File: src/eeprom_protect_pkg.sv
// Constants, types and register map for the EEPROM protection block
package eeprom_protect_pkg;

  // ==========================================================
  // Widths
  localparam int REG_ADDR_WIDTH = 8;
  localparam int EE_ADDR_WIDTH = 18;
  localparam int SIZE_WIDTH = 7;
  localparam int STATUS_WIDTH = 3;

  // ==========================================================
  // Register offsets (byte addresses)
  localparam logic [REG_ADDR_WIDTH-1:0] OFFSET_PROTECT_CONFIG = 8'h00;
  localparam logic [REG_ADDR_WIDTH-1:0] OFFSET_RESERVED_TWO = 8'h04;
  localparam logic [REG_ADDR_WIDTH-1:0] OFFSET_FLASH_STATUS = 8'h08;
  localparam logic [REG_ADDR_WIDTH-1:0] OFFSET_IRQ_MASK = 8'h0C;

  // ==========================================================
  // Field positions and reset values
  localparam int ENABLE_BIT = 7;
  localparam logic [4:0] STEP_LOW_ONES = 5'h1F;
  localparam logic [7:0] CONFIG_RESET = 8'h00;
  localparam logic [7:0] FAULT_CONFIG = 8'h7F;
  localparam logic [SIZE_WIDTH-1:0] FULL_SIZE_FIRST = 7'h5F;
  localparam logic [31:0] RESERVED_READ = 32'h0000_0000;
  localparam int VIOLATION_BIT = 0;
  localparam int BLOCK_REFUSED_BIT = 1;
  localparam int LOAD_FAULT_BIT = 2;
  localparam logic [STATUS_WIDTH-1:0] STATUS_RESET = 3'h0;
  localparam logic [STATUS_WIDTH-1:0] MASK_RESET = 3'h0;

  // ==========================================================
  // EEPROM window
  localparam logic [EE_ADDR_WIDTH-1:0] EE_BASE = 18'h00400;
  localparam logic [EE_ADDR_WIDTH-1:0] EE_END = 18'h00FFF;
  localparam logic [EE_ADDR_WIDTH-1:0] EE_STEP_LAST = 18'h0001F;

  // ==========================================================
  // Bus answers
  localparam logic [1:0] RESP_OKAY = 2'h0;
  localparam logic [1:0] RESP_SLVERR = 2'h2;

  // ==========================================================
  // Types
  typedef enum logic [1:0] {
    CMD_PROGRAM,
    CMD_SECTOR_ERASE,
    CMD_BLOCK_ERASE
  } cmd_kind_type;

  typedef struct packed {
    cmd_kind_type kind;
    logic [EE_ADDR_WIDTH-1:0] addr;
  } cmd_type;

  typedef struct packed {
    logic enable;
    logic [SIZE_WIDTH-1:0] size;
  } protect_config_type;

endpackage

File: src/protect_range_check.sv
// Address range decision for the EEPROM protection window
module protect_range_check
  import eeprom_protect_pkg::*;
(
  // Active configuration
  input wire protect_config_type config_value,
  // Address under test
  input wire logic [EE_ADDR_WIDTH-1:0] addr,
  // Decisions
  output logic in_window,
  output logic in_range,
  output logic [EE_ADDR_WIDTH-1:0] top_addr
);

  logic [EE_ADDR_WIDTH-1:0] span;
  logic [EE_ADDR_WIDTH-1:0] raw_top;

  // ==========================================================
  // Range arithmetic
  always_comb
  begin
    // Size times 32 plus 31, starting at the base
    span = EE_ADDR_WIDTH'({config_value.size, STEP_LOW_ONES});
    raw_top = EE_BASE + span;
    // Large sizes run past the array and cover it whole
    top_addr = (raw_top > EE_END) ? EE_END : raw_top;
    in_window = (addr >= EE_BASE) && (addr <= EE_END);
    in_range = config_value.enable && (addr >= EE_BASE) && (addr <= top_addr);
  end

endmodule

File: src/eeprom_protection_control.sv
// EEPROM protection register, range check and AXI4-Lite register slave
//
// Our own choices: the placing of the registers and the AXI4-Lite interface to the registers.
module eeprom_protection_control
  import eeprom_protect_pkg::*;
(
  // Clock, reset, enable
  input wire logic aclk,
  input wire logic aresetn,
  input wire logic ce,
  // AXI4-Lite write address and data
  input wire logic awvalid,
  output logic awready,
  input wire logic [REG_ADDR_WIDTH-1:0] awaddr,
  input wire logic [2:0] awprot,
  input wire logic wvalid,
  output logic wready,
  input wire logic [31:0] wdata,
  input wire logic [3:0] wstrb,
  // AXI4-Lite write response
  output logic bvalid,
  input wire logic bready,
  output logic [1:0] bresp,
  // AXI4-Lite read
  input wire logic arvalid,
  output logic arready,
  input wire logic [REG_ADDR_WIDTH-1:0] araddr,
  input wire logic [2:0] arprot,
  output logic rvalid,
  input wire logic rready,
  output logic [31:0] rdata,
  output logic [1:0] rresp,
  // Protection byte load from the reset sequencer
  input wire logic load_valid,
  input wire logic [7:0] load_byte,
  input wire logic load_double_fault,
  // Program and erase requests from the command engine
  input wire logic cmd_valid,
  input wire cmd_type cmd,
  output logic cmd_done,
  output logic cmd_refused,
  // Interrupt
  output logic irq
);

  protect_config_type eeprom_protect_config;
  logic [STATUS_WIDTH-1:0] flash_status_reg;
  logic [STATUS_WIDTH-1:0] next_status;
  logic [STATUS_WIDTH-1:0] irq_mask;
  logic [STATUS_WIDTH-1:0] events;
  logic aw_held;
  logic w_held;
  logic [REG_ADDR_WIDTH-1:0] wr_addr;
  logic [7:0] wr_data;
  logic wr_lane0;
  logic [REG_ADDR_WIDTH-1:0] rd_addr;
  logic do_write;
  logic rd_take;
  logic status_read;
  logic [31:0] read_word;
  logic read_hit;
  logic write_hit;
  logic cmd_take;
  logic in_window;
  logic in_range;
  logic [EE_ADDR_WIDTH-1:0] top_addr;
  logic refuse_now;

  // ==========================================================
  // Range check
  protect_range_check range_check (
    .config_value(eeprom_protect_config),
    .addr(cmd.addr),
    .in_window(in_window),
    .in_range(in_range),
    .top_addr(top_addr)
  );

  // ==========================================================
  // Command decision
  assign cmd_take = ce && cmd_valid;

  always_comb
  begin
    // Any enabled range starts at the base, so one sector is always covered
    if (cmd.kind == CMD_BLOCK_ERASE)
      refuse_now = eeprom_protect_config.enable;
    else
      refuse_now = in_range;
  end

  always_ff @(posedge aclk)
  begin
    if (!aresetn)
    begin
      cmd_done <= 1'b0;
      cmd_refused <= 1'b0;
    end
    else if (ce)
    begin
      cmd_done <= cmd_valid && !refuse_now;
      cmd_refused <= cmd_valid && refuse_now;
    end
  end

  // ==========================================================
  // Protection register
  always_ff @(posedge aclk)
  begin
    if (!aresetn)
      eeprom_protect_config <= CONFIG_RESET;
    else if (ce)
    begin
      if (load_valid)
      begin
        if (load_double_fault)
          eeprom_protect_config <= FAULT_CONFIG;
        else
          eeprom_protect_config <= load_byte;
      end
      else if (write_hit && wr_addr == OFFSET_PROTECT_CONFIG && wr_lane0)
        eeprom_protect_config <= wr_data;
    end
  end

  // ==========================================================
  // Status, mask and interrupt
  always_comb
  begin
    events = '0;
    events[VIOLATION_BIT] = cmd_take && refuse_now;
    events[BLOCK_REFUSED_BIT] = cmd_take && refuse_now && cmd.kind == CMD_BLOCK_ERASE;
    events[LOAD_FAULT_BIT] = ce && load_valid && load_double_fault;
    next_status = status_read ? STATUS_RESET : flash_status_reg;
    // An event in the clearing cycle survives the read
    next_status = next_status | events;
  end

  always_ff @(posedge aclk)
  begin
    if (!aresetn)
    begin
      flash_status_reg <= STATUS_RESET;
      irq <= 1'b0;
    end
    else if (ce)
    begin
      flash_status_reg <= next_status;
      irq <= |(next_status & irq_mask);
    end
  end

  always_ff @(posedge aclk)
  begin
    if (!aresetn)
      irq_mask <= MASK_RESET;
    else if (ce && write_hit && wr_addr == OFFSET_IRQ_MASK && wr_lane0)
      irq_mask <= wr_data[STATUS_WIDTH-1:0];
  end

  // ==========================================================
  // AXI4-Lite write path
  assign do_write = ce && aw_held && w_held && !bvalid;
  assign write_hit = do_write;

  always_ff @(posedge aclk)
  begin
    if (!aresetn)
    begin
      awready <= 1'b1;
      wready <= 1'b1;
      aw_held <= 1'b0;
      w_held <= 1'b0;
      wr_addr <= '0;
      wr_data <= '0;
      wr_lane0 <= 1'b0;
      bvalid <= 1'b0;
      bresp <= RESP_OKAY;
    end
    else if (ce)
    begin
      if (awvalid && awready)
      begin
        awready <= 1'b0;
        aw_held <= 1'b1;
        wr_addr <= {awaddr[REG_ADDR_WIDTH-1:2], 2'b00};
      end
      if (wvalid && wready)
      begin
        wready <= 1'b0;
        w_held <= 1'b1;
        wr_data <= wdata[7:0];
        wr_lane0 <= wstrb[0];
      end
      if (do_write)
      begin
        aw_held <= 1'b0;
        w_held <= 1'b0;
        bvalid <= 1'b1;
        // Reserved register takes the write silently
        unique case (wr_addr)
          OFFSET_PROTECT_CONFIG, OFFSET_RESERVED_TWO, OFFSET_FLASH_STATUS,
          OFFSET_IRQ_MASK: bresp <= RESP_OKAY;
          default: bresp <= RESP_SLVERR;
        endcase
      end
      if (bvalid && bready)
      begin
        bvalid <= 1'b0;
        awready <= 1'b1;
        wready <= 1'b1;
      end
    end
  end

  // ==========================================================
  // AXI4-Lite read path
  assign rd_take = ce && arvalid && arready;
  assign status_read = rd_take && {araddr[REG_ADDR_WIDTH-1:2], 2'b00} == OFFSET_FLASH_STATUS;

  always_comb
  begin
    read_word = '0;
    read_hit = 1'b1;
    unique case ({araddr[REG_ADDR_WIDTH-1:2], 2'b00})
      OFFSET_PROTECT_CONFIG: read_word = {24'h00_0000, eeprom_protect_config};
      OFFSET_RESERVED_TWO: read_word = RESERVED_READ;
      OFFSET_FLASH_STATUS: read_word = {29'h0000_0000, flash_status_reg};
      OFFSET_IRQ_MASK: read_word = {29'h0000_0000, irq_mask};
      default: read_hit = 1'b0;
    endcase
  end

  always_ff @(posedge aclk)
  begin
    if (!aresetn)
    begin
      arready <= 1'b1;
      rvalid <= 1'b0;
      rdata <= '0;
      rresp <= RESP_OKAY;
      rd_addr <= '0;
    end
    else if (ce)
    begin
      if (rd_take)
      begin
        arready <= 1'b0;
        rvalid <= 1'b1;
        rdata <= read_word;
        rresp <= read_hit ? RESP_OKAY : RESP_SLVERR;
        rd_addr <= {araddr[REG_ADDR_WIDTH-1:2], 2'b00};
      end
      else if (rvalid && rready)
      begin
        rvalid <= 1'b0;
        arready <= 1'b1;
      end
    end
  end

  // ==========================================================
  // Checks
  reserved_zero_a: assert property (@(posedge aclk) disable iff (!aresetn)
    rvalid && rd_addr == OFFSET_RESERVED_TWO |-> rdata == RESERVED_READ && rresp == RESP_OKAY)
    else $error("reserved register read nonzero");

  reserved_nowrite_a: assert property (@(posedge aclk) disable iff (!aresetn)
    do_write && wr_addr == OFFSET_RESERVED_TWO && !load_valid
    |=> $stable(eeprom_protect_config) && $stable(irq_mask))
    else $error("reserved write changed state");

  fault_load_a: assert property (@(posedge aclk) disable iff (!aresetn)
    ce && load_valid && load_double_fault
    |=> eeprom_protect_config == FAULT_CONFIG && flash_status_reg[LOAD_FAULT_BIT])
    else $error("double fault load not forced");

  violation_flag_a: assert property (@(posedge aclk) disable iff (!aresetn)
    cmd_take && cmd.kind != CMD_BLOCK_ERASE && eeprom_protect_config.enable
    && cmd.addr >= EE_BASE && cmd.addr <= top_addr
    |=> cmd_refused && !cmd_done && flash_status_reg[VIOLATION_BIT])
    else $error("protected write not refused");

  block_refuse_a: assert property (@(posedge aclk) disable iff (!aresetn)
    cmd_take && cmd.kind == CMD_BLOCK_ERASE && eeprom_protect_config.enable
    |=> cmd_refused ##0 flash_status_reg[BLOCK_REFUSED_BIT])
    else $error("block erase not refused");

  disabled_pass_a: assert property (@(posedge aclk) disable iff (!aresetn)
    cmd_take && !eeprom_protect_config.enable |=> cmd_done && !cmd_refused)
    else $error("disabled protection refused a command");

  step_size_a: assert property (@(posedge aclk) disable iff (!aresetn)
    eeprom_protect_config.size < FULL_SIZE_FIRST
    |-> top_addr - EE_BASE == EE_ADDR_WIDTH'({eeprom_protect_config.size, STEP_LOW_ONES}))
    else $error("protected span not in 32-byte steps");

  zero_size_a: assert property (@(posedge aclk) disable iff (!aresetn)
    cmd_take && cmd.kind == CMD_PROGRAM && eeprom_protect_config == 8'h80
    && cmd.addr == EE_BASE + EE_STEP_LAST ##1 cmd_take && cmd.kind == CMD_PROGRAM
    && eeprom_protect_config == 8'h80 && cmd.addr == EE_BASE + EE_STEP_LAST + 18'h00001
    |-> cmd_refused ##1 cmd_done)
    else $error("zero size range wrong");

  full_size_a: assert property (@(posedge aclk) disable iff (!aresetn)
    cmd_take && eeprom_protect_config.enable
    && eeprom_protect_config.size >= FULL_SIZE_FIRST && in_window |=> cmd_refused)
    else $error("full size left a hole");

  range_top_a: assert property (@(posedge aclk) disable iff (!aresetn)
    cmd_take && cmd.kind != CMD_BLOCK_ERASE && in_window && cmd.addr > top_addr
    |=> cmd_done)
    else $error("address above range refused");

endmodule

File: config.mk
export PLATFORM = sky130hd
export DESIGN_NAME = eeprom_protection_control
export DESIGN_NICKNAME = d
export VERILOG_FILES = /design/src/eeprom_protect_pkg.sv /design/src/protect_range_check.sv /design/src/eeprom_protection_control.sv
export SDC_FILE = /design/constraint.sdc
export NUM_CORES = 1
export LEC_CHECK = 0
export ABC_AREA = 1
export BUFFER_PORTS_ARGS = -buffer_cell sky130_fd_sc_hd__buf_2
export CAP_MARGIN = 5
export CORE_MARGIN = 2
export CORE_UTILIZATION = 46
export CTS_BUF_LIST = sky130_fd_sc_hd__clkbuf_8
export DETAILED_ROUTE_END_ITERATION = 8
export PLACE_DENSITY = 0.83
export SYNTH_ARGS = -nofsm -noshare
export SYNTH_HDL_FRONTEND = slang
export SYNTH_SLANG_ARGS = --single-unit
File: constraint.sdc
create_clock -name aclk -period 2.7 [get_ports aclk]
set_input_delay 0.135 -clock aclk [delete_from_list [all_inputs] [get_ports aclk]]
set_output_delay 0.135 -clock aclk [all_outputs]
set_load 0.01 [all_outputs]
Yosys cells after proc, flatten, opt, wreduce, memory -nomap -nowiden
Index checks and enable logic that the tools add are counted.
{"block": "totals", "wordCells": 106, "register_bits": 75, "out_inout_bits": 44, "input_bits": 97}
{"block": "op_classes", "addsub": 1, "eq_ne": 7, "muxes": 24, "reduce_logical": 49, "n_bitwise": 2, "magnitude_cmp": 3}
{"cell": "6-bit by 2-bit == test with 1-bit output (second input constant)", "count": 4}
{"cell": "1-bit logical AND", "count": 24}
{"cell": "8-bit 2-to-1 mux", "count": 3}
{"cell": "8-bit one-hot mux with 3 select lines", "count": 1}
{"cell": "2-bit AND reduction", "count": 11}
{"cell": "18-bit by 11-bit greater-or-equal comparator with 1-bit output (second input constant)", "count": 1}
{"cell": "18-bit by 12-bit > comparator with 1-bit output (second input constant)", "count": 1}
{"cell": "18-bit <= comparator", "count": 1}
{"cell": "18-bit 2-to-1 mux", "count": 1}
{"cell": "1-bit 2-to-1 mux", "count": 16}
{"cell": "2-bit nonzero test", "count": 7}
{"cell": "11-bit by 12-bit adder with 13-bit output (first input constant)", "count": 1}
{"cell": "6-bit by 1-bit == test with 1-bit output (second input constant)", "count": 2}
{"cell": "8-bit logical NOT", "count": 1}
{"cell": "4-bit OR reduction", "count": 2}
{"cell": "6-bit logical NOT", "count": 1}
{"cell": "2-bit 2-to-1 mux", "count": 2}
{"cell": "3-bit AND", "count": 1}
{"cell": "3-bit 2-to-1 mux", "count": 1}
{"cell": "3-bit bitwise OR", "count": 1}
{"cell": "3-bit OR reduction", "count": 1}
{"cell": "2-bit == test (second input constant)", "count": 1}
{"cell": "1-bit logical NOT", "count": 2}

Depth between registers and ports, before layout
Gate-level depths: netlist of run 1.
{"block": "depth", "word_depth": 11, "depth_mapped": 22, "ltp_nobuf": 22}

By module
A second synthesis of run 1 with hierarchy kept.
{"block": "unflattened", "cells_unflattened": 401, "area_unflattened_um2": 2792.7}
{"mod": "eeprom_protection_control", "cells_each": 308, "instances": 1, "area_per_inst_um2": 2273.4}
{"mod": "protect_range_check", "cells_each": 93, "instances": 1, "area_per_inst_um2": 519.2}

Least setup slack after synthesis of run 1
Ideal clock, no wire load.
{"block": "synth_path", "path_type": "register to register", "start": "register eeprom_protect_config[5] (netlist bit)", "end": "register irq", "setup_time_ps": 109, "setup_slack_ps": 471, "path_buffers": 0, "period_less_slack_ps": 2229, "t_arrival_ps": 2120, "t_required_ps": 2591, "stages_incl_launch_ff": 23, "path_cell_list": "dfxtp_1 inv_1 ha_1 nand3_1 nand2_1 inv_1 nor2_1 ha_1 nand2_1 nor2_1 nand2_1 nand3_1 nand2_1 nand2_1 nand2_1 nand2_1 nand2_1 nand3_2 nand2_1 nand2_1 nand3_1 nand2_1 inv_1"}
{"block": "synth_via", "elab_chain_cells": 11}
{"item": "from (decl)", "line": "eeprom_protection_control.sv:46", "rtl": "protect_config_type eeprom_protect_config;"}
{"item": "from (signal assigned)", "line": "eeprom_protection_control.sv:119", "rtl": "eeprom_protect_config <= load_byte;"}
{"item": "from (signal assigned)", "line": "eeprom_protection_control.sv:122", "rtl": "eeprom_protect_config <= wr_data;"}
{"item": "11-bit by 12-bit adder with 13-bit output (*)", "line": "protect_range_check.sv:24", "rtl": "raw_top = EE_BASE + span;"}
{"item": "18-bit by 12-bit > comparator with 1-bit output", "line": "protect_range_check.sv:26", "rtl": "top_addr = (raw_top > EE_END) ? EE_END : raw_top;"}
{"item": "18-bit 2-to-1 mux (*)", "line": "protect_range_check.sv:26"}
{"item": "18-bit <= comparator (*)", "line": "protect_range_check.sv:28", "rtl": "in_range = config_value.enable && (addr >= EE_BASE) && (addr <= top_addr);"}
{"item": "1-bit logical AND (*)", "line": "protect_range_check.sv:28"}
{"item": "1-bit 2-to-1 mux (*)", "line": "eeprom_protection_control.sv:86", "rtl": "if (cmd.kind == CMD_BLOCK_ERASE)"}
{"item": "1-bit logical AND (*)", "line": "eeprom_protection_control.sv:131, eeprom_protection_control.sv:132"}
{"item": "1-bit logical AND", "line": "eeprom_protection_control.sv:132", "rtl": "events[BLOCK_REFUSED_BIT] = cmd_take && refuse_now && cmd.kind == CMD_BLOCK_ERASE;"}
{"item": "3-bit bitwise OR (*)", "line": "eeprom_protection_control.sv:136", "rtl": "next_status = next_status | events;"}
{"item": "3-bit AND (*)", "line": "eeprom_protection_control.sv:149", "rtl": "irq <= |(next_status & irq_mask);"}
{"item": "3-bit OR reduction (*)", "line": "eeprom_protection_control.sv:149"}
{"item": "to (signal assigned)", "line": "eeprom_protection_control.sv:149"}
{"item": "to (decl)", "line": "eeprom_protection_control.sv:43", "rtl": "output logic irq"}
Every way passes the cells marked *; elsewhere a longest branch is shown, timed or not.
A chain may end at the register's enable or synchronous reset.

Worst setup path in the final report of run 1
{"block": "layout_path", "start": "register eeprom_protect_config[6] (netlist bit)", "end": "register irq"}
Same word-level chain as after synthesis.

==> metrics.txt, run 1 <==
# TYPE chip_impl_metric gauge
chip_impl_metric{name="drtAntennaViolNets",unit=""} 0
chip_impl_info{name="crit-reg2reg-capture",value="irq$_SDFFE_PN0P_"} 1
chip_impl_metric{name="cts.path.max_buffers",unit=""} 2
chip_impl_metric{name="worstSkewPairLatency",unit="ps"} 310
chip_impl_metric{name="post_cts_hold_buffer_count",unit=""} 0
chip_impl_metric{name="die_area",unit="um2"} 6080
chip_impl_metric{name="maximum_net_fanout_on_the_critical_path",unit=""} 5
chip_impl_info{name="timing.rr.start",value="eeprom_protect_config[6]$_SDFFE_PN0P_"} 1
chip_impl_info{name="critical_setup_path_class",value="reg -> reg"} 1
chip_impl_metric{name="initial_antenna_violation_count",unit=""} 0
chip_impl_info{name="timing.critical_path.to",value="irq$_SDFFE_PN0P_"} 1
chip_impl_metric{name="drc",unit=""} 0
chip_impl_metric{name="port-buffer-count",unit=""} 77
chip_impl_info{name="reg_top3",value="eeprom_protect_config (8), rdata (8), wr_data (8)"} 1
chip_impl_metric{name="finalWirelength",unit="mm"} 5.44
chip_impl_metric{name="totalNegativeSetupSlack",unit="ps"} 0
chip_impl_metric{name="cts-resized-gates",unit=""} 0
chip_impl_metric{name="seq_area_frac_synth",unit="%"} 39.0
chip_impl_metric{name="synth.lib_cells_used.distinct",unit=""} 32
chip_impl_info{name="cts.root.buffer_cell",value="sky130_fd_sc_hd__clkbuf_8"} 1
chip_impl_metric{name="worst_ep_required_time",unit="ps"} 2920
chip_impl_metric{name="placementRows",unit=""} 26
chip_impl_info{name="endpoint_kind",value="register"} 1
chip_impl_metric{name="clk_pin_slew",unit="ps"} 90
chip_impl_info{name="min_delay_worst_type",value="in -> reg"} 1
chip_impl_info{name="run_status",value="finished clean"} 1
chip_impl_metric{name="drive_gt1_share",unit="%"} 24.1
chip_impl_metric{name="r2r.worst_path.cells",unit=""} 22
chip_impl_metric{name="fin_crit_sh",unit="%"} 90.5
chip_impl_metric{name="max-cap-violations",unit=""} 0
chip_impl_info{name="setup_repair_after_global_routing_missed_its_margin",value="no"} 1
chip_impl_metric{name="syn-mean-instance-area",unit="um2"} 7.32
chip_impl_info{name="cts_tree",value="built"} 1
chip_impl_metric{name="max_slew.worst_pin.slew",unit="ps"} 677
chip_impl_metric{name="area_fraction_in_compound_gates_after_synthesis",unit="%"} 18.0
chip_impl_info{name="crit_start",value="eeprom_protect_config[6]$_SDFFE_PN0P_"} 1
chip_impl_metric{name="synthSimpleGateAreaFrac",unit="%"} 21.9
chip_impl_metric{name="drt-pass1-iter-count",unit=""} 4
chip_impl_metric{name="timing.final.setup_violations",unit=""} 0
chip_impl_metric{name="skew",unit="ps"} 9.31
chip_impl_metric{name="global_route.overflow_total",unit=""} 0
chip_impl_metric{name="final-max-slew-violation-count",unit=""} 0
chip_impl_metric{name="grt_max_degree",unit=""} 28
chip_impl_metric{name="synth_async_sr_flop_share",unit="%"} 0
chip_impl_metric{name="final.hold.worst_slack",unit="ps"} 67.3
chip_impl_info{name="synth.top_cells.by_area",value="sky130_fd_sc_hd__dfxtp_1, sky130_fd_sc_hd__nand2_1, sky130_fd_sc_hd__a21oi_1"} 1
chip_impl_metric{name="cts_setup_buffers",unit=""} 0
chip_impl_metric{name="dp.final_hpwl",unit="mm"} 4.21
chip_impl_metric{name="io-pin-count",unit=""} 141
chip_impl_metric{name="synth.yosys.warnings",unit=""} 0
chip_impl_metric{name="synth_fa_ha_area_share",unit="%"} 5.96
chip_impl_metric{name="synth_seq_cells",unit=""} 49
chip_impl_info{name="synth_top_family_by_area",value="simple AND/OR/NAND/NOR gates"} 1
chip_impl_info{name="layout_commonest_cell",value="sky130_fd_sc_hd__buf_2"} 1
chip_impl_metric{name="drt-wirelength-per-cell",unit="um"} 11.1
chip_impl_metric{name="critical_path_arrival",unit="ps"} 2660
chip_impl_metric{name="post_synth_xor_area_fraction",unit="%"} 0
chip_impl_info{name="critical_path.startpoint_type",value="register"} 1
chip_impl_metric{name="die_height",unit="um"} 78.0
chip_impl_info{name="most-common-layout-cells",value="sky130_fd_sc_hd__buf_2, sky130_fd_sc_hd__nand2_1, sky130_fd_sc_hd__dfxtp_1, sky130_fd_sc_hd__a21oi_1, sky130_fd_sc_hd__inv_1"} 1
chip_impl_metric{name="gp_routability_congestion",unit=""} 0.820
chip_impl_metric{name="h-tree-depth",unit=""} 2
chip_impl_metric{name="wire_length_of_the_first_global_routing_pass",unit="mm"} 8.86
chip_impl_metric{name="cts_buffers",unit=""} 5
chip_impl_metric{name="synthDominantCellAreaShare",unit="%"} 39.0
chip_impl_metric{name="r2r_setup_slack",unit="ps"} 260
chip_impl_info{name="synth_top_flop_cell",value="sky130_fd_sc_hd__dfxtp_1"} 1
chip_impl_metric{name="fp.coreArea",unit="um2"} 5200
chip_impl_metric{name="synth_to_layout_area_growth",unit="%"} 17.6
chip_impl_metric{name="syn-instance-count",unit=""} 344
chip_impl_metric{name="grt_util_all_layers",unit="%"} 17.8
chip_impl_metric{name="antennaDiodeCount",unit=""} 0
chip_impl_metric{name="synth.area.mux_share",unit="%"} 0
chip_impl_metric{name="number_of_global_route_vias_before_repair",unit=""} 2125
chip_impl_metric{name="ir_drop",unit="mV"} 0.473
chip_impl_metric{name="fp.dieW",unit="um"} 78.0
chip_impl_metric{name="drtIter0Drc",unit=""} 154
chip_impl_metric{name="pwr_density_cell",unit="nW/um2"} 501
chip_impl_metric{name="clock.fmax",unit="MHz"} 409
chip_impl_metric{name="initial_core_util",unit="%"} 48.4
chip_impl_metric{name="final_nets",unit=""} 527
chip_impl_metric{name="relSlewSlack",unit="%"} 54.8
chip_impl_metric{name="synth_enable_flop_cells",unit=""} 0
chip_impl_info{name="synth_top_area_cell",value="sky130_fd_sc_hd__dfxtp_1"} 1
chip_impl_metric{name="post_drt_via_cell_ratio",unit=""} 4.87
chip_impl_metric{name="leakagePower",unit="nW"} 1.40
chip_impl_metric{name="layout_min_cycle_time",unit="ps"} 2440
chip_impl_metric{name="cts_num_sinks",unit=""} 49
chip_impl_metric{name="post_synth_instance_area",unit="um2"} 2520
chip_impl_metric{name="final_hold_viol_count",unit=""} 0
chip_impl_metric{name="route.vias.total",unit=""} 2379
synthesized netlist by cell type, types with 2 or more instances:
master / n
sky130_fd_sc_hd__o21ai_0: 26
sky130_fd_sc_hd__inv_1: 36
sky130_fd_sc_hd__nor3_1: 5
sky130_fd_sc_hd__and3_1: 2
sky130_fd_sc_hd__buf_4: 27
sky130_fd_sc_hd__nand3_1: 11
sky130_fd_sc_hd__nand2_1: 72
sky130_fd_sc_hd__a21oi_1: 43
sky130_fd_sc_hd__nor2_1: 16
sky130_fd_sc_hd__ha_1: 12
sky130_fd_sc_hd__buf_2: 2
sky130_fd_sc_hd__clkbuf_1: 7
sky130_fd_sc_hd__dfxtp_1: 49
sky130_fd_sc_hd__nor2_2: 2
sky130_fd_sc_hd__nand4_1: 7
sky130_fd_sc_hd__o21ai_1: 4
sky130_fd_sc_hd__o22ai_1: 8
final cells by class:
cell class / count / area, um2
fillers: 487 / 2240
multi-input cells: 247 / 1250
inverters: 37 / 139
clock buffers: 7 / 96.3
clock inverters: 1 / 5.00
flip-flops and latches: 49 / 986
well taps: 70 / 87.6
repair buffers: 78 / 393
worst max-delay path: stages (launching register included):
cell	delay, ps
sky130_fd_sc_hd__dfxtp_2	370
sky130_fd_sc_hd__inv_1	70
sky130_fd_sc_hd__ha_1	280
sky130_fd_sc_hd__nand3_1	80
sky130_fd_sc_hd__nand2_1	90
sky130_fd_sc_hd__inv_2	90
sky130_fd_sc_hd__nor2_1	50
sky130_fd_sc_hd__ha_1	290
sky130_fd_sc_hd__nand2_1	80
sky130_fd_sc_hd__nor2_2	140
sky130_fd_sc_hd__nand2_1	70
sky130_fd_sc_hd__nand3_1	70
sky130_fd_sc_hd__nand2_1	50
sky130_fd_sc_hd__nand2_1	60
sky130_fd_sc_hd__nand2_1	40
sky130_fd_sc_hd__nand2_1	100
sky130_fd_sc_hd__nand2_1	90
sky130_fd_sc_hd__nand3_2	80
sky130_fd_sc_hd__nand2_1	50
sky130_fd_sc_hd__nand2_1	50
sky130_fd_sc_hd__nand3_1	70
sky130_fd_sc_hd__nand2_1	60
sky130_fd_sc_hd__inv_1	30
per-stage QoR:
step                instance area (um2)  setup slack [ps]  cells  utilization (%)  power [mW]
detailed placement                 2850               148    481             54.8        1.03
global route                       2960              34.4    489             56.9        1.55
floorplan                          2610               471    369                -       0.964
CTS                                2950               133    489             56.8        1.49
finish                             2960               256    489             56.9        1.48
global placement                   2850               219    481             54.8        1.02
logic make-up after synthesis:
logic type               count (synthesis)
AND/OR/NAND/NOR                        123
AO/OA/AOI/OAI                           86
buffers and inverters                   73
flip-flops                              49
adder cells (fa/ha/maj)                 12
other                                    1
per-layer routing:
| metal | track usage (%) | wire length (um) | vias up |
|---|---|---|---|
| met5 | 0 | 0 | - |
| met4 | 8.60 | 104 | 0 |
| met3 | 3.95 | 330 | 8 |
| met2 | 30.0 | 2570 | 80 |
| met1 | 21.5 | 2430 | 1063 |
| li1 | - | - | 1228 |
worst min-delay path by stage:
stage | startpoint | cells after the start | end | slack, ps
floorplan | aresetn | 2 | eeprom_protect_config[7]$_SDFFE_PN0P_ | 270
detailed placement | wdata[7] | 3 | wr_data[7]$_SDFFE_PN0P_ | 390
CTS | wdata[7] | 3 | wr_data[7]$_SDFFE_PN0P_ | 60
global route | awaddr[3] | 3 | wr_addr[3]$_SDFFE_PN0P_ | 70
finish | wdata[7] | 3 | wr_data[7]$_SDFFE_PN0P_ | 70
global placement | wdata[3] | 3 | wr_data[3]$_SDFFE_PN0P_ | 390
report_power, final:
group / internal, mW / switching, mW
registers: 0.760 / 0.0229
clock network: 0.232 / 0.241
logic: 0.0905 / 0.138
total: 1.08 / 0.402
No activity file was read; power rests on OpenSTA's default activity.
==> run 2: changes to the inputs <==
- BUFFER_PORTS_ARGS: -buffer_cell sky130_fd_sc_hd__buf_2 -> -buffer_cell sky130_fd_sc_hd__buf_4
- GPL_TIMING_DRIVEN: default -> 0
==> run 2 against run 1 <==
Combinational power increased by 28%. Clock power rose by 14%. Register-to-register slack lost 20 ps. Total power grew 9.0%. Count of clock-buffer cells in the layout fell by 1. Largest cell class unchanged. Highest routed layer unchanged.
==> metrics.txt, run 2 (synthesis results as in run 1) <==
# TYPE chip_impl_metric gauge
chip_impl_metric{name="clk_pin_slew",unit="ps"} 90
chip_impl_metric{name="grt_util_all_layers",unit="%"} 20.7
chip_impl_metric{name="ir_drop",unit="mV"} 0.303
chip_impl_info{name="critical_setup_path_class",value="reg -> reg"} 1
chip_impl_metric{name="initial_core_util",unit="%"} 48.4
chip_impl_info{name="cts.root.buffer_cell",value="sky130_fd_sc_hd__clkbuf_8"} 1
chip_impl_metric{name="report.power.total",unit="mW"} 1.62
chip_impl_metric{name="synth_to_layout_area_growth",unit="%"} 34.8
chip_impl_metric{name="final_nets",unit=""} 561
chip_impl_metric{name="finish.cell_count_without_fillers",unit=""} 523
chip_impl_info{name="timing.rr.start",value="eeprom_protect_config[5]$_SDFFE_PN0P_"} 1
chip_impl_metric{name="drt-wirelength-per-cell",unit="um"} 11.7
chip_impl_info{name="most-common-layout-cells",value="sky130_fd_sc_hd__buf_4, sky130_fd_sc_hd__nand2_1, sky130_fd_sc_hd__dfxtp_1, sky130_fd_sc_hd__a21oi_1, sky130_fd_sc_hd__inv_1"} 1
chip_impl_metric{name="drtIter0Drc",unit=""} 146
chip_impl_metric{name="post_drt_via_cell_ratio",unit=""} 4.76
chip_impl_metric{name="finalWirelength",unit="mm"} 6.13
chip_impl_metric{name="post_cts_hold_buffer_count",unit=""} 0
chip_impl_metric{name="gp_routability_congestion",unit=""} 0.881
chip_impl_metric{name="wire_length_of_the_first_global_routing_pass",unit="mm"} 10.1
chip_impl_metric{name="number_of_global_route_vias_before_repair",unit=""} 2377
chip_impl_info{name="critical_path.startpoint_type",value="register"} 1
chip_impl_metric{name="fillers",unit=""} 464
chip_impl_info{name="setup_repair_after_global_routing_missed_its_margin",value="no"} 1
chip_impl_metric{name="worstSkewPairLatency",unit="ps"} 300
chip_impl_info{name="hold_end",value="wr_addr[2]$_SDFFE_PN0P_"} 1
chip_impl_info{name="layout_commonest_cell",value="sky130_fd_sc_hd__buf_4"} 1
chip_impl_metric{name="die_area",unit="um2"} 6080
chip_impl_metric{name="pwr_density_cell",unit="nW/um2"} 477
chip_impl_metric{name="cts.path.max_buffers",unit=""} 2
chip_impl_metric{name="route.vias.total",unit=""} 2487
chip_impl_metric{name="fp.dieW",unit="um"} 78.0
chip_impl_metric{name="dp.final_hpwl",unit="mm"} 4.84
chip_impl_info{name="crit-reg2reg-capture",value="irq$_SDFFE_PN0P_"} 1
chip_impl_metric{name="skew",unit="ps"} 4.42
chip_impl_metric{name="cts_setup_buffers",unit=""} 0
chip_impl_metric{name="totalNegativeSetupSlack",unit="ps"} 0
chip_impl_metric{name="die_height",unit="um"} 78.0
chip_impl_metric{name="port-buffer-count",unit=""} 76
chip_impl_metric{name="fp.coreArea",unit="um2"} 5200
chip_impl_metric{name="drive_gt1_share",unit="%"} 27.8
chip_impl_metric{name="post-route-worst-setup-slack",unit="ps"} 232
chip_impl_metric{name="utilization",unit="%"} 65.2
chip_impl_info{name="min_delay_worst_type",value="in -> reg"} 1
chip_impl_metric{name="clock.fmax",unit="MHz"} 405
chip_impl_metric{name="pre_cts_ws",unit="ps"} 89.9
chip_impl_metric{name="max-cap-violations",unit=""} 0
chip_impl_metric{name="critical_path_arrival",unit="ps"} 2680
chip_impl_metric{name="cts_num_sinks",unit=""} 49
chip_impl_metric{name="worst_ep_required_time",unit="ps"} 2910
chip_impl_metric{name="timing.final.setup_violations",unit=""} 0
chip_impl_metric{name="r2r.worst_path.cells",unit=""} 22
chip_impl_metric{name="cts_buffers",unit=""} 5
chip_impl_metric{name="grt_max_degree",unit=""} 15
chip_impl_metric{name="maximum_net_fanout_on_the_critical_path",unit=""} 5
chip_impl_metric{name="relSlewSlack",unit="%"} 62.5
chip_impl_metric{name="cts-resized-gates",unit=""} 0
chip_impl_metric{name="max_slew.worst_pin.slew",unit="ps"} 563
chip_impl_metric{name="antennaDiodeCount",unit=""} 0
chip_impl_info{name="cts_tree",value="built"} 1
chip_impl_metric{name="final_hold_viol_count",unit=""} 0
chip_impl_metric{name="placementRows",unit=""} 26
chip_impl_info{name="run_status",value="finished clean"} 1
chip_impl_metric{name="fin_crit_sh",unit="%"} 91.4
chip_impl_info{name="hold_path_startpoint",value="awaddr[2]"} 1
chip_impl_metric{name="r2r_setup_slack",unit="ps"} 230
chip_impl_metric{name="hold-path-cell-count",unit=""} 3
chip_impl_info{name="reg_top3",value="eeprom_protect_config (8), rdata (8), wr_data (8)"} 1
chip_impl_metric{name="drc",unit=""} 0
chip_impl_metric{name="h-tree-depth",unit=""} 2
chip_impl_metric{name="dp_cells",unit=""} 515
chip_impl_metric{name="layout_min_cycle_time",unit="ps"} 2470
chip_impl_metric{name="leakagePower",unit="nW"} 1.62
chip_impl_metric{name="io-pin-count",unit=""} 141
chip_impl_metric{name="global_route.overflow_total",unit=""} 0
chip_impl_metric{name="final-max-slew-violation-count",unit=""} 0
chip_impl_info{name="endpoint_kind",value="register"} 1
chip_impl_metric{name="drt-pass1-iter-count",unit=""} 4
chip_impl_metric{name="drtAntennaViolNets",unit=""} 0
chip_impl_metric{name="initial_antenna_violation_count",unit=""} 0
-- run 2: layout make-up --
type                       instances  area (um2)  share of cell area, %
multi-input combinational        247        1250                   37.0
sequential                        49         987                   29.1
timing repair buffer              76         571                   16.8
buffer                            36         239                   7.04
inverter                          37         139                   4.09
tap                               70        87.6                   2.58
clock buffer                       6        82.6                   2.43
clock inverter                     2        33.8                  0.995
-- run 2: critical path: stages, from the launching register on --
cell and delay [ps]:
sky130_fd_sc_hd__dfxtp_4 380, sky130_fd_sc_hd__inv_1 70, sky130_fd_sc_hd__ha_1 290, sky130_fd_sc_hd__nand3_1 80
sky130_fd_sc_hd__nand2_1 80, sky130_fd_sc_hd__inv_2 90, sky130_fd_sc_hd__nor2_1 50, sky130_fd_sc_hd__ha_1 290
sky130_fd_sc_hd__nand2_1 80, sky130_fd_sc_hd__nor2_2 100, sky130_fd_sc_hd__nand2_1 60, sky130_fd_sc_hd__nand3_1 70
sky130_fd_sc_hd__nand2_1 50, sky130_fd_sc_hd__nand2_1 60, sky130_fd_sc_hd__nand2_1 40, sky130_fd_sc_hd__nand2_1 100
sky130_fd_sc_hd__nand2_1 100, sky130_fd_sc_hd__nand3_2 90, sky130_fd_sc_hd__nand2_1 60, sky130_fd_sc_hd__nand2_1 60
sky130_fd_sc_hd__nand3_1 60, sky130_fd_sc_hd__nand2_1 60, sky130_fd_sc_hd__inv_1 30
-- run 2: power breakdown --
group          leakage [nW]  total (mW)  internal (mW)  switching (mW)
registers             0.402       0.785          0.759          0.0258
logic                  1.15       0.293          0.147           0.146
clock network        0.0626       0.541          0.298           0.242
-- run 2: how the worst max path moves through the flow --
stage | to | cells past startpoint | from | slack [ps]
2_1_floorplan | irq$_SDFFE_PN0P_ | 22 | eeprom_protect_config[5]$_SDFFE_PN0P_ | 470
3_3_place_gp | irq$_SDFFE_PN0P_ | 22 | eeprom_protect_config[5]$_SDFFE_PN0P_ | 170
3_5_place_dp | irq$_SDFFE_PN0P_ | 22 | eeprom_protect_config[5]$_SDFFE_PN0P_ | 90
4_1_cts | irq$_SDFFE_PN0P_ | 22 | eeprom_protect_config[5]$_SDFFE_PN0P_ | 60
5_1_grt | irq$_SDFFE_PN0P_ | 22 | eeprom_protect_config[5]$_SDFFE_PN0P_ | 20
6_report | irq$_SDFFE_PN0P_ | 22 | eeprom_protect_config[5]$_SDFFE_PN0P_ | 230
-- run 2: metrics by stage --
| step | hold WS, ps | cell area (um2) |
|---|---|---|
| finish | 79.9 | 3390 |
| global route | 81.0 | 3390 |
| CTS | 73.3 | 3390 |
| detailed placement | 395 | 3270 |
| global placement | 389 | 3270 |
| floorplan | 273 | 2610 |
-- run 2: routing by layer --
metal	wire length, um	GRT usage [%]	vias up
met5	0	0	-
met4	153	10.4	0
met3	479	5.58	14
met2	2960	35.5	95
met1	2540	23.5	1081
li1	-	-	1297
